File: src/system_control_status_status_note_end.sv
`default_nettype none
`default_nettype wire

File: src/system_control_status_pkg.sv
// constants, field positions and state types shared by the control word
// block; assumes a 32-bit apb bus with a 12-bit byte address
`default_nettype none

package system_control_status_pkg;

  // printed offsets are word indices, so the byte address is four times them
  localparam logic [9:0]  SYSTEM_CONTROL_STATUS_IDX   = 10'h180;
  localparam logic [9:0]  IRQ_STAT_IDX  = 10'h1f0;
  localparam logic [9:0]  IRQ_MASK_IDX  = 10'h1f1;
  localparam logic [9:0]  CHKSUM_IDX    = 10'h1f2;
  localparam logic [1:0]  WORD_ALIGN    = 2'h0;

  localparam int          CTRL_W        = 9;
  localparam int          MIRROR_LO     = 16;
  localparam int          MIRROR_HI     = 24;
  localparam int          BIT_EMPTY23   = 23;
  localparam int          BIT_REF       = 21;
  localparam int          BIT_SC        = 20;
  localparam int          BIT_CHK       = 19;
  localparam int          BIT_DET       = 18;
  localparam int          BIT_SIGN      = 17;
  localparam int          RESV_HI       = 15;
  localparam int          RESV_LO       = 9;

  localparam logic [8:0]  CTRL_RST      = 9'h004;
  localparam logic [8:0]  MIRROR_RST    = 9'h000;
  localparam logic [31:0] ALL_ONES      = 32'hffffffff;
  localparam logic [31:0] CHKSUM_RST    = 32'h00000000;
  localparam logic [2:0]  DETECT_RUN    = 3'h4;

  localparam int          IRQ_W         = 4;
  localparam int          IRQ_REF       = 0;
  localparam int          IRQ_SC        = 1;
  localparam int          IRQ_CHK       = 2;
  localparam int          IRQ_DET       = 3;

  localparam int          SYNC_W        = 4;
  localparam int          SY_REF        = 0;
  localparam int          SY_ABOVE      = 1;
  localparam int          SY_STROBE     = 2;
  localparam int          SY_NEG        = 3;

  typedef struct packed {
    logic [SYNC_W-1:0] first;
    logic [SYNC_W-1:0] second;
  } sync_state_t;

  typedef struct packed {
    logic [8:0]       ctrl_r;
    logic [8:0]       mirror_r;
    logic             ref_r;
    logic             sc_r;
    logic             chk_r;
    logic             det_r;
    logic             sign_r;
    logic [2:0]       run_r;
    logic             strobe_d_r;
    logic [IRQ_W-1:0] irq_stat_r;
    logic [IRQ_W-1:0] irq_mask_r;
    logic [31:0]      chksum_r;
    logic             pready_r;
    logic             pslverr_r;
    logic [31:0]      prdata_r;
    logic             irq_r;
  } ctl_state_t;

endpackage

`default_nettype wire

File: src/system_control_status_sync.sv
// two-stage synchroniser for the analog status pins
// assumes the pins are slow levels; only the second stage is read outside
`default_nettype none

module system_control_status_sync
  import system_control_status_pkg::*;
(
  input  wire logic              clk_i,
  input  wire logic              rst_i,
  input  wire logic [SYNC_W-1:0] async_i,
  output var  logic [SYNC_W-1:0] sync_o
);

  sync_state_t st_r;
  sync_state_t st_nxt;

  always_comb begin
    st_nxt        = st_r;
    st_nxt.first  = async_i;
    st_nxt.second = st_r.first;
  end

  always_ff @(posedge clk_i) begin
    if (rst_i) begin
      st_r <= '0;
    end else begin
      st_r <= st_nxt;
    end
  end

  assign sync_o = st_r.second;

endmodule

`default_nettype wire

File: src/system_control_status_status.sv
// system control word, upper half: self-check mirror and status flags,
// with an apb slave, sticky interrupt status and a checksum register.
// assumes analog status pins are asynchronous and CFG_SUM_I is the
// same-clock sum of the calibration, metering, analog and reserved words.
//
// Notes on behaviour
// - the leakage flag follows the reference capacitor leakage pin and no bus access changes it.
// - the self-check fail flag reads 0 only when the mirror field is the bitwise inverse of the low nine bits.
// - the self-check fail flag is 1 after reset until the mirror holds the exact inverse.
// - the checksum fail flag is 0 when the configuration sum plus the checksum register is all ones.
// - a run of consecutive current samples above threshold sets the detection flag.
// - the detection flag clears only on a write of 0 while the current is below threshold.
// - the polarity flag follows the voltage sign, 1 for negative, reset 0.
// - bit 16 is writable as the mirror of bit 0 and its read value means nothing.
// - bits 15 to 9 are read-only and read as zero.
// - bits 8 to 5 store written values, reset 0, used by the self-check and driven out on CTRL_WORD_O.
`default_nettype none

module system_control_status_status
  import system_control_status_pkg::*;
(
  input  wire logic        CLK_SYS_I,
  input  wire logic        RESET_I,
  input  wire logic        PSEL_I,
  input  wire logic        PENABLE_I,
  input  wire logic        PWRITE_I,
  input  wire logic [11:0] PADDR_I,
  input  wire logic [31:0] PWDATA_I,
  output var  logic [31:0] PRDATA_O,
  output var  logic        PREADY_O,
  output var  logic        PSLVERR_O,
  input  wire logic        REF_LEAK_I,
  input  wire logic        CUR_ABOVE_I,
  input  wire logic        CUR_STROBE_I,
  input  wire logic        VOLT_NEG_I,
  input  wire logic [31:0] CFG_SUM_I,
  output var  logic [8:0]  CTRL_WORD_O,
  output var  logic        SELFCHECK_FAIL_O,
  output var  logic        IRQ_O
);

  ctl_state_t        s_r;
  ctl_state_t        s_nxt;
  logic [SYNC_W-1:0] pins_s;
  logic              strobe_edge;
  logic              above_s;
  logic              det_set;
  logic              setup;
  logic              access;
  logic              wr;
  logic              aligned;
  logic              hit_sys;
  logic              hit_stat;
  logic              hit_mask;
  logic              hit_sum;
  logic [31:0]       sys_rd;
  logic [31:0]       sum_all;

  system_control_status_sync u_sync (
    .clk_i   (CLK_SYS_I),
    .rst_i   (RESET_I),
    .async_i ({VOLT_NEG_I, CUR_STROBE_I, CUR_ABOVE_I, REF_LEAK_I}),
    .sync_o  (pins_s)
  );

  assign above_s     = pins_s[SY_ABOVE];
  assign strobe_edge = pins_s[SY_STROBE] & ~s_r.strobe_d_r;
  // the run counter saturates one short, so the sample that completes the
  // run is the one that fires the set
  assign det_set     = strobe_edge & above_s
                     & (s_r.run_r == DETECT_RUN - 3'h1);
  assign sum_all     = 32'(CFG_SUM_I + s_r.chksum_r);

  assign setup    = PSEL_I & ~PENABLE_I;
  assign access   = PSEL_I & PENABLE_I & s_r.pready_r;
  assign wr       = access & PWRITE_I;
  assign aligned  = (PADDR_I[1:0] == WORD_ALIGN);
  assign hit_sys  = aligned & (PADDR_I[11:2] == SYSTEM_CONTROL_STATUS_IDX);
  assign hit_stat = aligned & (PADDR_I[11:2] == IRQ_STAT_IDX);
  assign hit_mask = aligned & (PADDR_I[11:2] == IRQ_MASK_IDX);
  assign hit_sum  = aligned & (PADDR_I[11:2] == CHKSUM_IDX);

  // read view of the control word: flags overlay the mirror positions
  always_comb begin
    sys_rd                         = '0;
    sys_rd[CTRL_W-1:0]             = s_r.ctrl_r;
    sys_rd[MIRROR_HI:MIRROR_LO]    = s_r.mirror_r;
    sys_rd[BIT_EMPTY23]            = 1'b0;
    sys_rd[BIT_REF]                = s_r.ref_r;
    sys_rd[BIT_SC]                 = s_r.sc_r;
    sys_rd[BIT_CHK]                = s_r.chk_r;
    sys_rd[BIT_DET]                = s_r.det_r;
    sys_rd[BIT_SIGN]               = s_r.sign_r;
    sys_rd[RESV_HI:RESV_LO]        = '0;
  end

  always_comb begin
    s_nxt            = s_r;
    s_nxt.strobe_d_r = pins_s[SY_STROBE];

    // apb: ready is raised for the access cycle right after setup
    s_nxt.pready_r   = setup;
    s_nxt.pslverr_r  = setup & ~(hit_sys | hit_stat | hit_mask | hit_sum);
    s_nxt.prdata_r   = '0;
    if (setup && !PWRITE_I) begin
      if (hit_sys) begin
        s_nxt.prdata_r = sys_rd;
      end else if (hit_stat) begin
        s_nxt.prdata_r[IRQ_W-1:0] = s_r.irq_stat_r;
      end else if (hit_mask) begin
        s_nxt.prdata_r[IRQ_W-1:0] = s_r.irq_mask_r;
      end else if (hit_sum) begin
        s_nxt.prdata_r = s_r.chksum_r;
      end
    end

    if (wr && hit_sys) begin
      s_nxt.ctrl_r   = PWDATA_I[CTRL_W-1:0];
      s_nxt.mirror_r = PWDATA_I[MIRROR_HI:MIRROR_LO];
    end
    if (wr && hit_mask) begin
      s_nxt.irq_mask_r = PWDATA_I[IRQ_W-1:0];
    end
    if (wr && hit_sum) begin
      s_nxt.chksum_r = PWDATA_I;
    end

    // level flags follow the pins only; bus writes never touch them
    s_nxt.ref_r  = pins_s[SY_REF];
    s_nxt.sign_r = pins_s[SY_NEG];
    // recomputed each cycle from the stored fields and CFG_SUM_I, no trigger needed
    s_nxt.sc_r   = (s_r.ctrl_r != ~s_r.mirror_r);
    s_nxt.chk_r  = (sum_all != ALL_ONES);

    if (strobe_edge) begin
      if (!above_s) begin
        s_nxt.run_r = '0;
      end else if (s_r.run_r != DETECT_RUN - 3'h1) begin
        s_nxt.run_r = 3'(s_r.run_r + 3'h1);
      end
    end
    // a clear attempted while current is still present is ignored, and a
    // set in the same cycle wins over the clear
    if (wr && hit_sys && !PWDATA_I[BIT_DET] && !above_s) begin
      s_nxt.det_r = 1'b0;
    end
    if (det_set) begin
      s_nxt.det_r = 1'b1;
    end

    if (wr && hit_stat) begin
      s_nxt.irq_stat_r = s_r.irq_stat_r & ~PWDATA_I[IRQ_W-1:0];
    end
    s_nxt.irq_stat_r[IRQ_REF] = s_nxt.irq_stat_r[IRQ_REF]
                              | (s_nxt.ref_r & ~s_r.ref_r);
    s_nxt.irq_stat_r[IRQ_SC]  = s_nxt.irq_stat_r[IRQ_SC]
                              | (s_nxt.sc_r & ~s_r.sc_r);
    s_nxt.irq_stat_r[IRQ_CHK] = s_nxt.irq_stat_r[IRQ_CHK]
                              | (s_nxt.chk_r & ~s_r.chk_r);
    s_nxt.irq_stat_r[IRQ_DET] = s_nxt.irq_stat_r[IRQ_DET] | det_set;
    s_nxt.irq_r = |(s_nxt.irq_stat_r & s_nxt.irq_mask_r);
  end

  always_ff @(posedge CLK_SYS_I) begin
    if (RESET_I) begin
      s_r            <= '0;
      s_r.ctrl_r     <= CTRL_RST;
      s_r.mirror_r   <= MIRROR_RST;
      s_r.sc_r       <= 1'b1;
      s_r.chksum_r   <= CHKSUM_RST;
    end else begin
      s_r <= s_nxt;
    end
  end

  assign PRDATA_O         = s_r.prdata_r;
  assign PREADY_O         = s_r.pready_r;
  assign PSLVERR_O        = s_r.pslverr_r;
  assign CTRL_WORD_O      = s_r.ctrl_r;
  assign SELFCHECK_FAIL_O = s_r.sc_r;
  assign IRQ_O            = s_r.irq_r;

  // checks

  ref_follow_a: assert property (@(posedge CLK_SYS_I) disable iff (RESET_I)
    s_r.ref_r == $past(pins_s[SY_REF]))
    else $error("leak flag does not follow pin");

  selfchk_cmp_a: assert property (@(posedge CLK_SYS_I) disable iff (RESET_I)
    (wr && hit_sys) |-> ##2
      s_r.sc_r == ($past(PWDATA_I[CTRL_W-1:0], 2)
                   != ~$past(PWDATA_I[MIRROR_HI:MIRROR_LO], 2)))
    else $error("self-check flag wrong after write");

  selfchk_rst_a: assert property (@(posedge CLK_SYS_I)
    $past(RESET_I) |-> s_r.sc_r)
    else $error("self-check flag not set after reset");

  chksum_flag_a: assert property (@(posedge CLK_SYS_I) disable iff (RESET_I)
    $stable(sum_all) |=> s_r.chk_r == ($past(sum_all) != ALL_ONES))
    else $error("checksum flag wrong");

  detect_set_a: assert property (@(posedge CLK_SYS_I) disable iff (RESET_I)
    det_set |=> s_r.det_r && s_r.irq_stat_r[IRQ_DET])
    else $error("detection flag not set");

  detect_hold_a: assert property (@(posedge CLK_SYS_I) disable iff (RESET_I)
    (s_r.det_r && !(wr && hit_sys && !above_s)) |=> s_r.det_r)
    else $error("detection flag dropped without clear");

  polarity_a: assert property (@(posedge CLK_SYS_I) disable iff (RESET_I)
    $rose(pins_s[SY_NEG]) |=> s_r.sign_r ##0 $past(!s_r.sign_r))
    else $error("polarity flag does not follow sign");

  resv_zero_a: assert property (@(posedge CLK_SYS_I) disable iff (RESET_I)
    (setup && !PWRITE_I && hit_sys) |=>
      PRDATA_O[RESV_HI:RESV_LO] == '0 && PREADY_O)
    else $error("reserved bits not zero");

  resv_store_a: assert property (@(posedge CLK_SYS_I) disable iff (RESET_I)
    (wr && hit_sys) |=> s_r.ctrl_r == $past(PWDATA_I[CTRL_W-1:0])
      && s_r.mirror_r == $past(PWDATA_I[MIRROR_HI:MIRROR_LO]))
    else $error("control word not stored");

  irq_out_a: assert property (@(posedge CLK_SYS_I) disable iff (RESET_I)
    IRQ_O == |(s_r.irq_stat_r & s_r.irq_mask_r))
    else $error("interrupt output mismatch");

  ready_pulse_a: assert property (@(posedge CLK_SYS_I) disable iff (RESET_I)
    setup |=> PREADY_O ##1 !PREADY_O)
    else $error("ready is not a one-cycle pulse after setup");

  err_decode_a: assert property (@(posedge CLK_SYS_I) disable iff (RESET_I)
    (setup && !(hit_sys || hit_stat || hit_mask || hit_sum)) |=>
      PSLVERR_O && PREADY_O && PRDATA_O == '0)
    else $error("unmapped access not refused");

  err_pair_a: assert property (@(posedge CLK_SYS_I) disable iff (RESET_I)
    PSLVERR_O |-> PREADY_O)
    else $error("error raised outside the access cycle");

  rdata_idle_a: assert property (@(posedge CLK_SYS_I) disable iff (RESET_I)
    !PREADY_O |-> PRDATA_O == '0)
    else $error("read data not zero outside the access cycle");

  bad_write_a: assert property (@(posedge CLK_SYS_I) disable iff (RESET_I)
    (wr && !aligned) |=> $stable(s_r.ctrl_r) && $stable(s_r.mirror_r)
      && $stable(s_r.chksum_r) && $stable(s_r.irq_mask_r))
    else $error("refused write changed a register");

  ctrl_hold_a: assert property (
    @(posedge CLK_SYS_I) disable iff (RESET_I)
    !(wr && hit_sys) |=> $stable(s_r.ctrl_r) && $stable(s_r.mirror_r))
    else $error("control word changed without a write");

  sc_read_a: assert property (
    @(posedge CLK_SYS_I) disable iff (RESET_I)
    (setup && !PWRITE_I && hit_sys) |=>
      PRDATA_O[BIT_SC] == $past(s_r.sc_r))
    else $error("self-check flag read wrong");

  sc_hold_a: assert property (
    @(posedge CLK_SYS_I) disable iff (RESET_I)
    (s_r.sc_r && s_r.ctrl_r != ~s_r.mirror_r) |=> s_r.sc_r)
    else $error("self-check flag cleared without inverse");

  ref_steady_a: assert property (
    @(posedge CLK_SYS_I) disable iff (RESET_I)
    $stable(pins_s[SY_REF]) |=> $stable(s_r.ref_r))
    else $error("leak flag moved without its pin");

  sign_fall_a: assert property (
    @(posedge CLK_SYS_I) disable iff (RESET_I)
    $fell(pins_s[SY_NEG]) |=> !s_r.sign_r)
    else $error("polarity flag stuck negative");

  det_rise_a: assert property (
    @(posedge CLK_SYS_I) disable iff (RESET_I)
    (!s_r.det_r && !det_set) |=> !s_r.det_r)
    else $error("detection flag set without a run");

  det_clear_a: assert property (
    @(posedge CLK_SYS_I) disable iff (RESET_I)
    (s_r.det_r && wr && hit_sys && !PWDATA_I[BIT_DET] && !above_s
      && !det_set) |=> !s_r.det_r)
    else $error("detection flag not cleared");

  det_keep_a: assert property (
    @(posedge CLK_SYS_I) disable iff (RESET_I)
    (s_r.det_r && wr && hit_sys && PWDATA_I[BIT_DET]) |=> s_r.det_r)
    else $error("writing one cleared the detection flag");

  sum_store_a: assert property (
    @(posedge CLK_SYS_I) disable iff (RESET_I)
    (wr && hit_sum) |=> s_r.chksum_r == $past(PWDATA_I))
    else $error("checksum register not stored");

  mask_store_a: assert property (@(posedge CLK_SYS_I) disable iff (RESET_I)
    (wr && hit_mask) |=> s_r.irq_mask_r == $past(PWDATA_I[IRQ_W-1:0]))
    else $error("interrupt mask not stored");

  stat_clear_a: assert property (@(posedge CLK_SYS_I) disable iff (RESET_I)
    (wr && hit_stat && PWDATA_I[IRQ_DET] && !det_set) |=>
      !s_r.irq_stat_r[IRQ_DET])
    else $error("status bit not cleared by writing one");

endmodule

`default_nettype wire

File: config.mk
export PLATFORM = sky130hd
export DESIGN_NAME = system_control_status_status
export DESIGN_NICKNAME = d
export VERILOG_FILES = /design/src/system_control_status_status_note_end.sv /design/src/system_control_status_pkg.sv /design/src/system_control_status_sync.sv /design/src/system_control_status_status.sv
export SDC_FILE = /design/constraint.sdc
export NUM_CORES = 1
export LEC_CHECK = 0
export ABC_AREA = 1
export BUFFER_PORTS_ARGS = -buffer_cell sky130_fd_sc_hd__buf_4
export CAP_MARGIN = 20
export CORE_MARGIN = 5
export CORE_UTILIZATION = 52
export DETAILED_ROUTE_END_ITERATION = 6
export PLACE_DENSITY = 0.75
export SETUP_SLACK_MARGIN = 0.1
export SYNTH_ARGS = -nofsm -noshare
export SYNTH_HDL_FRONTEND = slang
export SYNTH_SLANG_ARGS = --single-unit
export TNS_END_PERCENT = 10
File: constraint.sdc
create_clock -name CLK_SYS_I -period 6.1 [get_ports CLK_SYS_I]
set_clock_uncertainty 0.2 [all_clocks]
set_input_delay 0.305 -clock CLK_SYS_I [delete_from_list [all_inputs] [get_ports CLK_SYS_I]]
set_output_delay 0.305 -clock CLK_SYS_I [all_outputs]
set_load 0.03 [all_outputs]
==> key figures, run 1 <==
Floorplanning
  • Core ar.: 13190 sq um
  • Initial Utilization: 52.97%
  • Chip width: 125.9 um
  • FP Rows: 42
  • Die Y: 125.9 um
  • Die area: 15850 sq um
  • IO Pins: 130

Drt
  • DRC Markers: 0
  • Final ANT Viol Nets: 0
  • WL final: 20620 um
  • Routed vias/inst: 5.124
  • DR iter-0 viols: 518
  • DRT Pass-1 Iters: 5
  • Detailed-route via count: 7004
  • Drt wl/cell: 15.08 um

Synth
  • Synthesized flop and latch total: 110
  • Post-synth EDFFs: 0
  • Sequential-to-total area share from yosys stat: 31.52%
  • List of most frequent post-synthesis cells: nand2_1, inv_1, dfxtp_1, nor2_1, o21ai_0
  • Most frequent cell after synthesis: nand2_1
  • Syn_nets: 1202
  • FFs w/ async S/R, synth: 0%
  • Post-synth top area share: 31.52%
  • Mapped Cells: 1083
  • Dominant cells by area after synthesis: dfxtp_1, nand2_1, inv_1, ha_1, nor2_1
  • Primary FF master, synth: dfxtp_1
  • Yosys top cell by area: dfxtp_1
  • Mapped cell area: 6987 sq um
  • Yosys Warn Count: 0
  • Post-synthesis cell type count: 46
  • Post-Syn Area per Cell: 6.451 sq um

Global route
  • Initial antenna violation count: 0
  • Vias in the first global route: 6483
  • First-pass GRT wire length: 33000 um
  • Grt ovf: 0
  • Largest net degree at the start of global routing: 38
  • Gr usage total: 25.83%

Layout
  • Fin area: 8361 sq um
  • Diodes inserted: 0
  • Layout Nets: 1307
  • Proportion of layout cells with a drive suffix above 1: 16.71%
  • Area Overhead vs Synth: 19.66%

Clocking
  • H-tree levels: 3
  • Worst skew pair latency: 0.36 ns
  • Clock transition at the registers of the reported paths: 0.07 ns
  • Post-cts resize count: 0
  • Total CTS buffers: 9
  • Clk root buf: clkbuf_16
  • Clk buf depth: 2
  • CTS sink cnt: 110
  • CTS tree: yes

STA
  • Worst Tran Pin Value: 0.9086 ns
  • Count of final hold-check violations: 1
  • Worst slew margin: 39.26%
  • Unrepaired setup endpoints after global routing: false
  • Setup TNS: 0 ns
  • Setup violators final: 0
  • Fin crit period: 2.825 ns
  • F_max: 354.0 MHz
  • Tcrit/Tclk final: 46.31%
  • Hold_ws: -0.0005367 ns
  • Final Slew Violations: 0

Setup path
  • CP Max Fanout: 19
  • Crit path kind: in -> reg
  • Required time of the critical path: 6.16 ns
  • Critical Path Sink Type: flop
  • Startpoint types: primary input
  • Arrival @ worst endpoint: 2.89 ns

Power and ir drop
  • LEAKAGE: 4.182 nW
  • Psw: 368.6 uW
  • Clock power frac: 40.7%
  • Flop pwr share: 48.8%
  • Part of the power in combinational logic: 10.4%
  • Power Dens Cells: 177.6 nW/um^2
  • Cell Int Power: 1.116 mW
  • Switching power share of the total: 24.83%
  • Worst VDD drop: 0.1494 mV

Hold path
  • Hold Path Class: in -> reg

Flow run
  • Max-Cap Viols: 0

Place
  • GPL Wtd Cong: 0.9670
  • Hpwl dp: 15840 um
  • Area after DPL: 7797 sq um
  • Port Buffers: 129

Status
  • Status: complete, but fails checks
  • Failing checks: negative hold slack
[layout by cell type (no fill, tap or decap), types with 5 or more instances in the layout]
master           n
buf_4          132
clkbuf_16        9
nand2_1        262
nor3_1          35
inv_2            8
xnor2_1          8
dlygate4sd3_1   27
inv_1          182
nand3b_1         8
o21ai_0         71
o21ai_1          6
nor3_2           5
ha_1            33
a21oi_1         48
nand2_2         14
dfxtp_1        110
nand4_1         13
nor2_1         109
nor2_2          13
nand3_1         46
[timing repair]
action / 4_1_cts / 5_1_grt
hold buffers: 26 / 1
endpoints found under the hold margin: 25 / 1
setup buffers: 0 / 0
[metal layers]
metal	global-route usage, %	vias to the layer above	wire length (um)
li1	-	3589	-
met1	35.16	3111	9150
met2	42.32	273	9441
met3	4.403	31	1589
met4	7.256	0	437
met5	0	-	0
[registers in the layout (all words and copies together) (netlist names)]
signal            count
u_sync.st_nxt         4
s_r                  57
PRDATA_O             32
u_sync.sync_o         4
SELFCHECK_FAIL_O      1
IRQ_O                 1
CTRL_WORD_O           9
PREADY_O              1
PSLVERR_O             1
[area by class of cell]
type                       count  area [sq um]
clock buffer                   9         225.2
clock inverter                 5         67.56
fill                        1255          4830
inverter                     191         716.9
multi-input combinational    717          3667
sequential                   110          2202
tap                          176         220.2
timing repair buffer         159          1261
[worst paths after layout]
| kind | start | end | slack (ns) | cells after the start |
|---|---|---|---|---|
| setup / recovery | PENABLE_I | PRDATA_O[21]$_SDFF_PP0_ | 3.28 | 7 |
| setup reg to reg | s_r[35]$_SDFFE_PP0P_ | IRQ_O$_SDFF_PP0_ | 3.30 | 19 |
| hold / removal | PWDATA_I[30] | s_r[65]$_SDFFE_PP0P_ | -0.0005 | 3 |
| hold reg to reg | u_sync.st_nxt[1]$_SDFF_PP0_ | u_sync.sync_o[1]$_SDFF_PP0_ | 0.20 | 2 |
[worst max-delay path, cell delays in order]
cell,delay [ns]
dlygate4sd3_1,0.53
buf_4,0.14
nor3_1,0.26
inv_1,0.11
nor2_2,0.61
nand3_1,0.55
o21ai_0,0.35
[through the flow]
stage / power [mW] / worst slack, ns / utilization, % / instances
after detailed placement: 0.8810 / 3.234 / 59.12 / 1326
final: 1.485 / 3.275 / 63.38 / 1367
after global placement: 0.8795 / 3.341 / 59.12 / 1326
after CTS: 1.492 / 3.309 / 63.31 / 1366
after floorplan: 0.8109 / 3.717 / - / 1083
after global routing: 1.537 / 2.991 / 63.38 / 1367
[power groups by stage]
stage	sequential, mW	combinational [mW]	clock [mW]
detailed placement	0.742	0.139	0
floorplan	0.742	0.0687	0
CTS	0.725	0.153	0.613
finish	0.725	0.155	0.605
global route	0.726	0.170	0.641
global placement	0.742	0.138	0
[cells by family (layout without fill, tap and decap cells)]
| group | count (synthesis) | after routing | share of synthesized area (%) |
|---|---|---|---|
| AND/OR/NAND/NOR | 522 | 522 | 33.02 |
| buffers and inverters | 256 | 364 | 15.99 |
| AO/OA/AOI/OAI | 147 | 147 | 11.48 |
| flip-flops | 110 | 110 | 31.52 |
| adder cells (fa/ha/maj) | 34 | 34 | 6.196 |
| XOR/XNOR | 12 | 12 | 1.504 |
| multiplexers | 2 | 2 | 0.2865 |
Note: power is estimated with default switching activity, not from simulation.
==> run 2: changes to the inputs <==
Settings changed: ABC_AREA 1 to 0, PLACE_DENSITY 0.75 to 0.76.
Clock period 6.1 ns to 2.95 ns, I/O delays scaled along.
==> key figures, run 2 <==
Clocking
  • CTS sink cnt: 110 (unchanged)
  • Clk root buf: clkbuf_16
  • Clock transition at the registers of the reported paths: 0.07 ns (about the same)
  • Total CTS buffers: 9 (unchanged)
  • CTS tree: yes
  • Clk buf depth: 2 (unchanged)
  • Worst skew pair latency: 0.36 ns (about the same)
  • H-tree levels: 3 (unchanged)

STA
  • Count of final hold-check violations: 0 (-1)
  • Hold_ws: 0.02120 ns (+0.02174 ns)
  • Worst slew margin: 52.09% (+13 points)
  • Fin crit period: 3.084 ns
  • Worst Tran Pin Value: 0.7087 ns (-0.1999 ns)
  • PnR worst setup slack: -0.1341 ns (-3.409 ns)
  • Setup violators final: 3 (+3)
  • Tcrit/Tclk final: 104.5%
  • Final Slew Violations: 0 (unchanged)
  • Unrepaired setup endpoints after global routing: true
  • F_max: 324.2 MHz

Setup path
  • Startpoint types: flop
  • Origin of the critical flop-to-flop path: s_r[38]$_SDFFE_PP0P_
  • CP startpoint: s_r[38]$_SDFFE_PP0P_
  • Crit path kind: reg -> reg
  • Required time of the critical path: 2.98 ns (-3.18 ns)
  • CP Max Fanout: 5 (-14)
  • Arrival @ worst endpoint: 3.11 ns (+0.22 ns)
  • Critical Path Sink Type: flop

Drt
  • Routed vias/inst: 5.999 (+17%)
  • DRT Pass-1 Iters: 5 (unchanged)
  • Final ANT Viol Nets: 0 (unchanged)
  • DRC Markers: 0 (unchanged)
  • Drt wl/cell: 21.37 um (+42%)
  • DR iter-0 viols: 734 (+42%)
  • Detailed-route via count: 7241 (+3.4%)
  • WL final: 25790 um (+25%)

Floorplanning
  • IO Pins: 130 (unchanged)
  • FP Rows: 40 (-4.8%)
  • Initial Utilization: 53.61% (+0.64 points)
  • Chip width: 121.7 um (-3.3%)
  • Die area: 14820 sq um (-6.5%)
  • Die Y: 121.7 um (-3.3%)
  • Core ar.: 12110 sq um (-8.2%)

Global route
  • Initial antenna violation count: 0 (unchanged)
  • First-pass GRT wire length: 39460 um (+20%)
  • Gr usage total: 34.51% (+8.7 points)
  • Grt ovf: 0 (unchanged)
  • Vias in the first global route: 7233 (+12%)
  • Largest net degree at the start of global routing: 43 (+13%)

Status
  • Status: complete, but fails checks
  • Failing checks: negative setup slack

Synth
  • Mapped Cells: 807 (-25%)
  • Post-synthesis cell type count: 75 (+63%)
  • Yosys top cell by area: dfxtp_1
  • Yosys Warn Count: 0 (unchanged)
  • Post-Syn Area per Cell: 8.045 sq um (+25%)
  • Syn_nets: 926 (-23%)
  • Dominant cells by area after synthesis: dfxtp_1, nand2_1, a21oi_1, ha_1, buf_4
  • Mapped cell area: 6492 sq um (-7.1%)
  • Most frequent cell after synthesis: nand2_1
  • Synthesized flop and latch total: 110 (unchanged)
  • Primary FF master, synth: dfxtp_1
  • Post-synth top area share: 33.92% (+2.4 points)
  • Sequential-to-total area share from yosys stat: 33.92% (+2.4 points)
  • List of most frequent post-synthesis cells: nand2_1, dfxtp_1, a21oi_1, buf_4, nor2_1
  • Post-synth EDFFs: 0 (unchanged)
  • FFs w/ async S/R, synth: 0% (unchanged)

Layout
  • Area occupied by multi-input gates: 3974 sq um (+8.4%)
  • Area Overhead vs Synth: 39.93%
  • Top reg by flops: s_r
  • Diodes inserted: 0 (unchanged)
  • Layout Utilization: 75.01% (+12 points)
  • Register Area: 2210 sq um (+0.34%)
  • Fillcell total: 857 (-32%)
  • Layout Nets: 1154 (-12%)
  • Max reg flops: 57 (unchanged)
  • Commonest non-fill, non-tap cell in the layout: buf_4
  • Fin cells: 1207 (-12%)
  • Most frequent cells in the layout: buf_4, nand2_1, dfxtp_1
  • Proportion of layout cells with a drive suffix above 1: 31.86% (+15 points)

Power and ir drop
  • Power Dens Cells: 351.4 nW/um^2 (+98%)
  • Total power: 3.192 mW (+110%)
  • Worst VDD drop: 0.4228 mV (+180%)
  • LEAKAGE: 3.926 nW (-6.1%)

Place
  • Port Buffers: 129 (unchanged)
  • Hpwl dp: 19100 um (+21%)
  • Post-Place Cells: 1152 (-13%)
  • GPL Wtd Cong: 1.001 (+3.5%)

Flow run
  • Max-Cap Viols: 0 (unchanged)

Hold path
  • Hold Path Class: in -> reg
  • Worst Hold Launch: RESET_I
## run 2: cell count changes after synthesis, moves of 19 or more
| cell | change |
|---|---|
| a21oi_1 | +43 |
| inv_1 | -168 |
| nand2_1 | -123 |
| nand3_1 | -23 |
| nor2_1 | -68 |
| nor2b_1 | +19 |
| o21ai_0 | -48 |
## run 2: cell families after synthesis
logic type	share of synthesized area (%)
AO/OA/AOI/OAI	21.89
XOR/XNOR	2.158
adder cells (fa/ha/maj)	6.668
buffers and inverters	8.749
flip-flops	33.92
multiplexers	2.101
AND/OR/NAND/NOR	24.51
## run 2: per-layer routing
metal	track usage [%]	up-vias	routed length, um
met4	16.32	0	1304
met2	59.39	431	12260
met5	0	-	0
met1	41.59	3398	10280
met3	6.267	101	1949
li1	-	3311	-
## run 2: worst paths after layout
check                           slack, ns  depth (start not counted)                     endpoint
worst min-delay path                 0.02                          2  u_sync.sync_o[1]$_SDFF_PP0_
worst max-delay path                -0.13                          9           s_r[73]$_SDFF_PP0_
worst min register to register       0.24                          1  u_sync.sync_o[1]$_SDFF_PP0_
worst max register to register      -0.13                          9           s_r[73]$_SDFF_PP0_
## run 2: metrics by stage
step	TNS, ns	area [sq um]	setup WS [ns]
2_1_floorplan	-0.007165	6531	-0.007165
4_1_cts	-0.2283	9010	-0.08027
3_3_place_gp	-0.3539	8165	-0.1252
5_1_grt	-0.6075	9085	-0.2081
3_5_place_dp	-0.5368	8165	-0.1829
6_report	-0.3348	9085	-0.1341
## run 2: layout make-up
| type | instances | area share (%) |
|---|---|---|
| multi-input cells | 602 | 43.74 |
| repair buffers | 298 | 25.67 |
| flip-flops and latches | 110 | 24.32 |
| clock buffers | 10 | 2.630 |
| well taps | 168 | 2.314 |
| clock inverters | 5 | 0.7437 |
| inverters | 14 | 0.5784 |
## run 2: repair_timing
| item | CTS | global route |
|---|---|---|
| setup buffers | 2 | 0 |
| resized for setup | 26 | 17 |
| endpoints found under the setup margin | 3 | 3 |
| hold buffers | 38 | 0 |
| gates cloned | 0 | 0 |
| endpoints found under the hold margin | 62 | 0 |
| pin swaps | 8 | 6 |
## run 2: power by group
part	leakage, nW	internal, mW	switching, mW
registers	0.891	1.49	0.00466
logic	2.89	0.223	0.210
clock network	0.145	0.689	0.574
total	3.93	2.40	0.788
## run 2: critical path, cell delays in order (launching register included)
cell     delay (ns)
dfxtp_1        0.44
ha_1           0.31
buf_4          0.17
a31oi_1        0.26
a21o_1         0.22
o21ai_0        0.10
or3_1          0.37
or4_4          0.57
nor4_4         0.23
a21oi_1        0.10
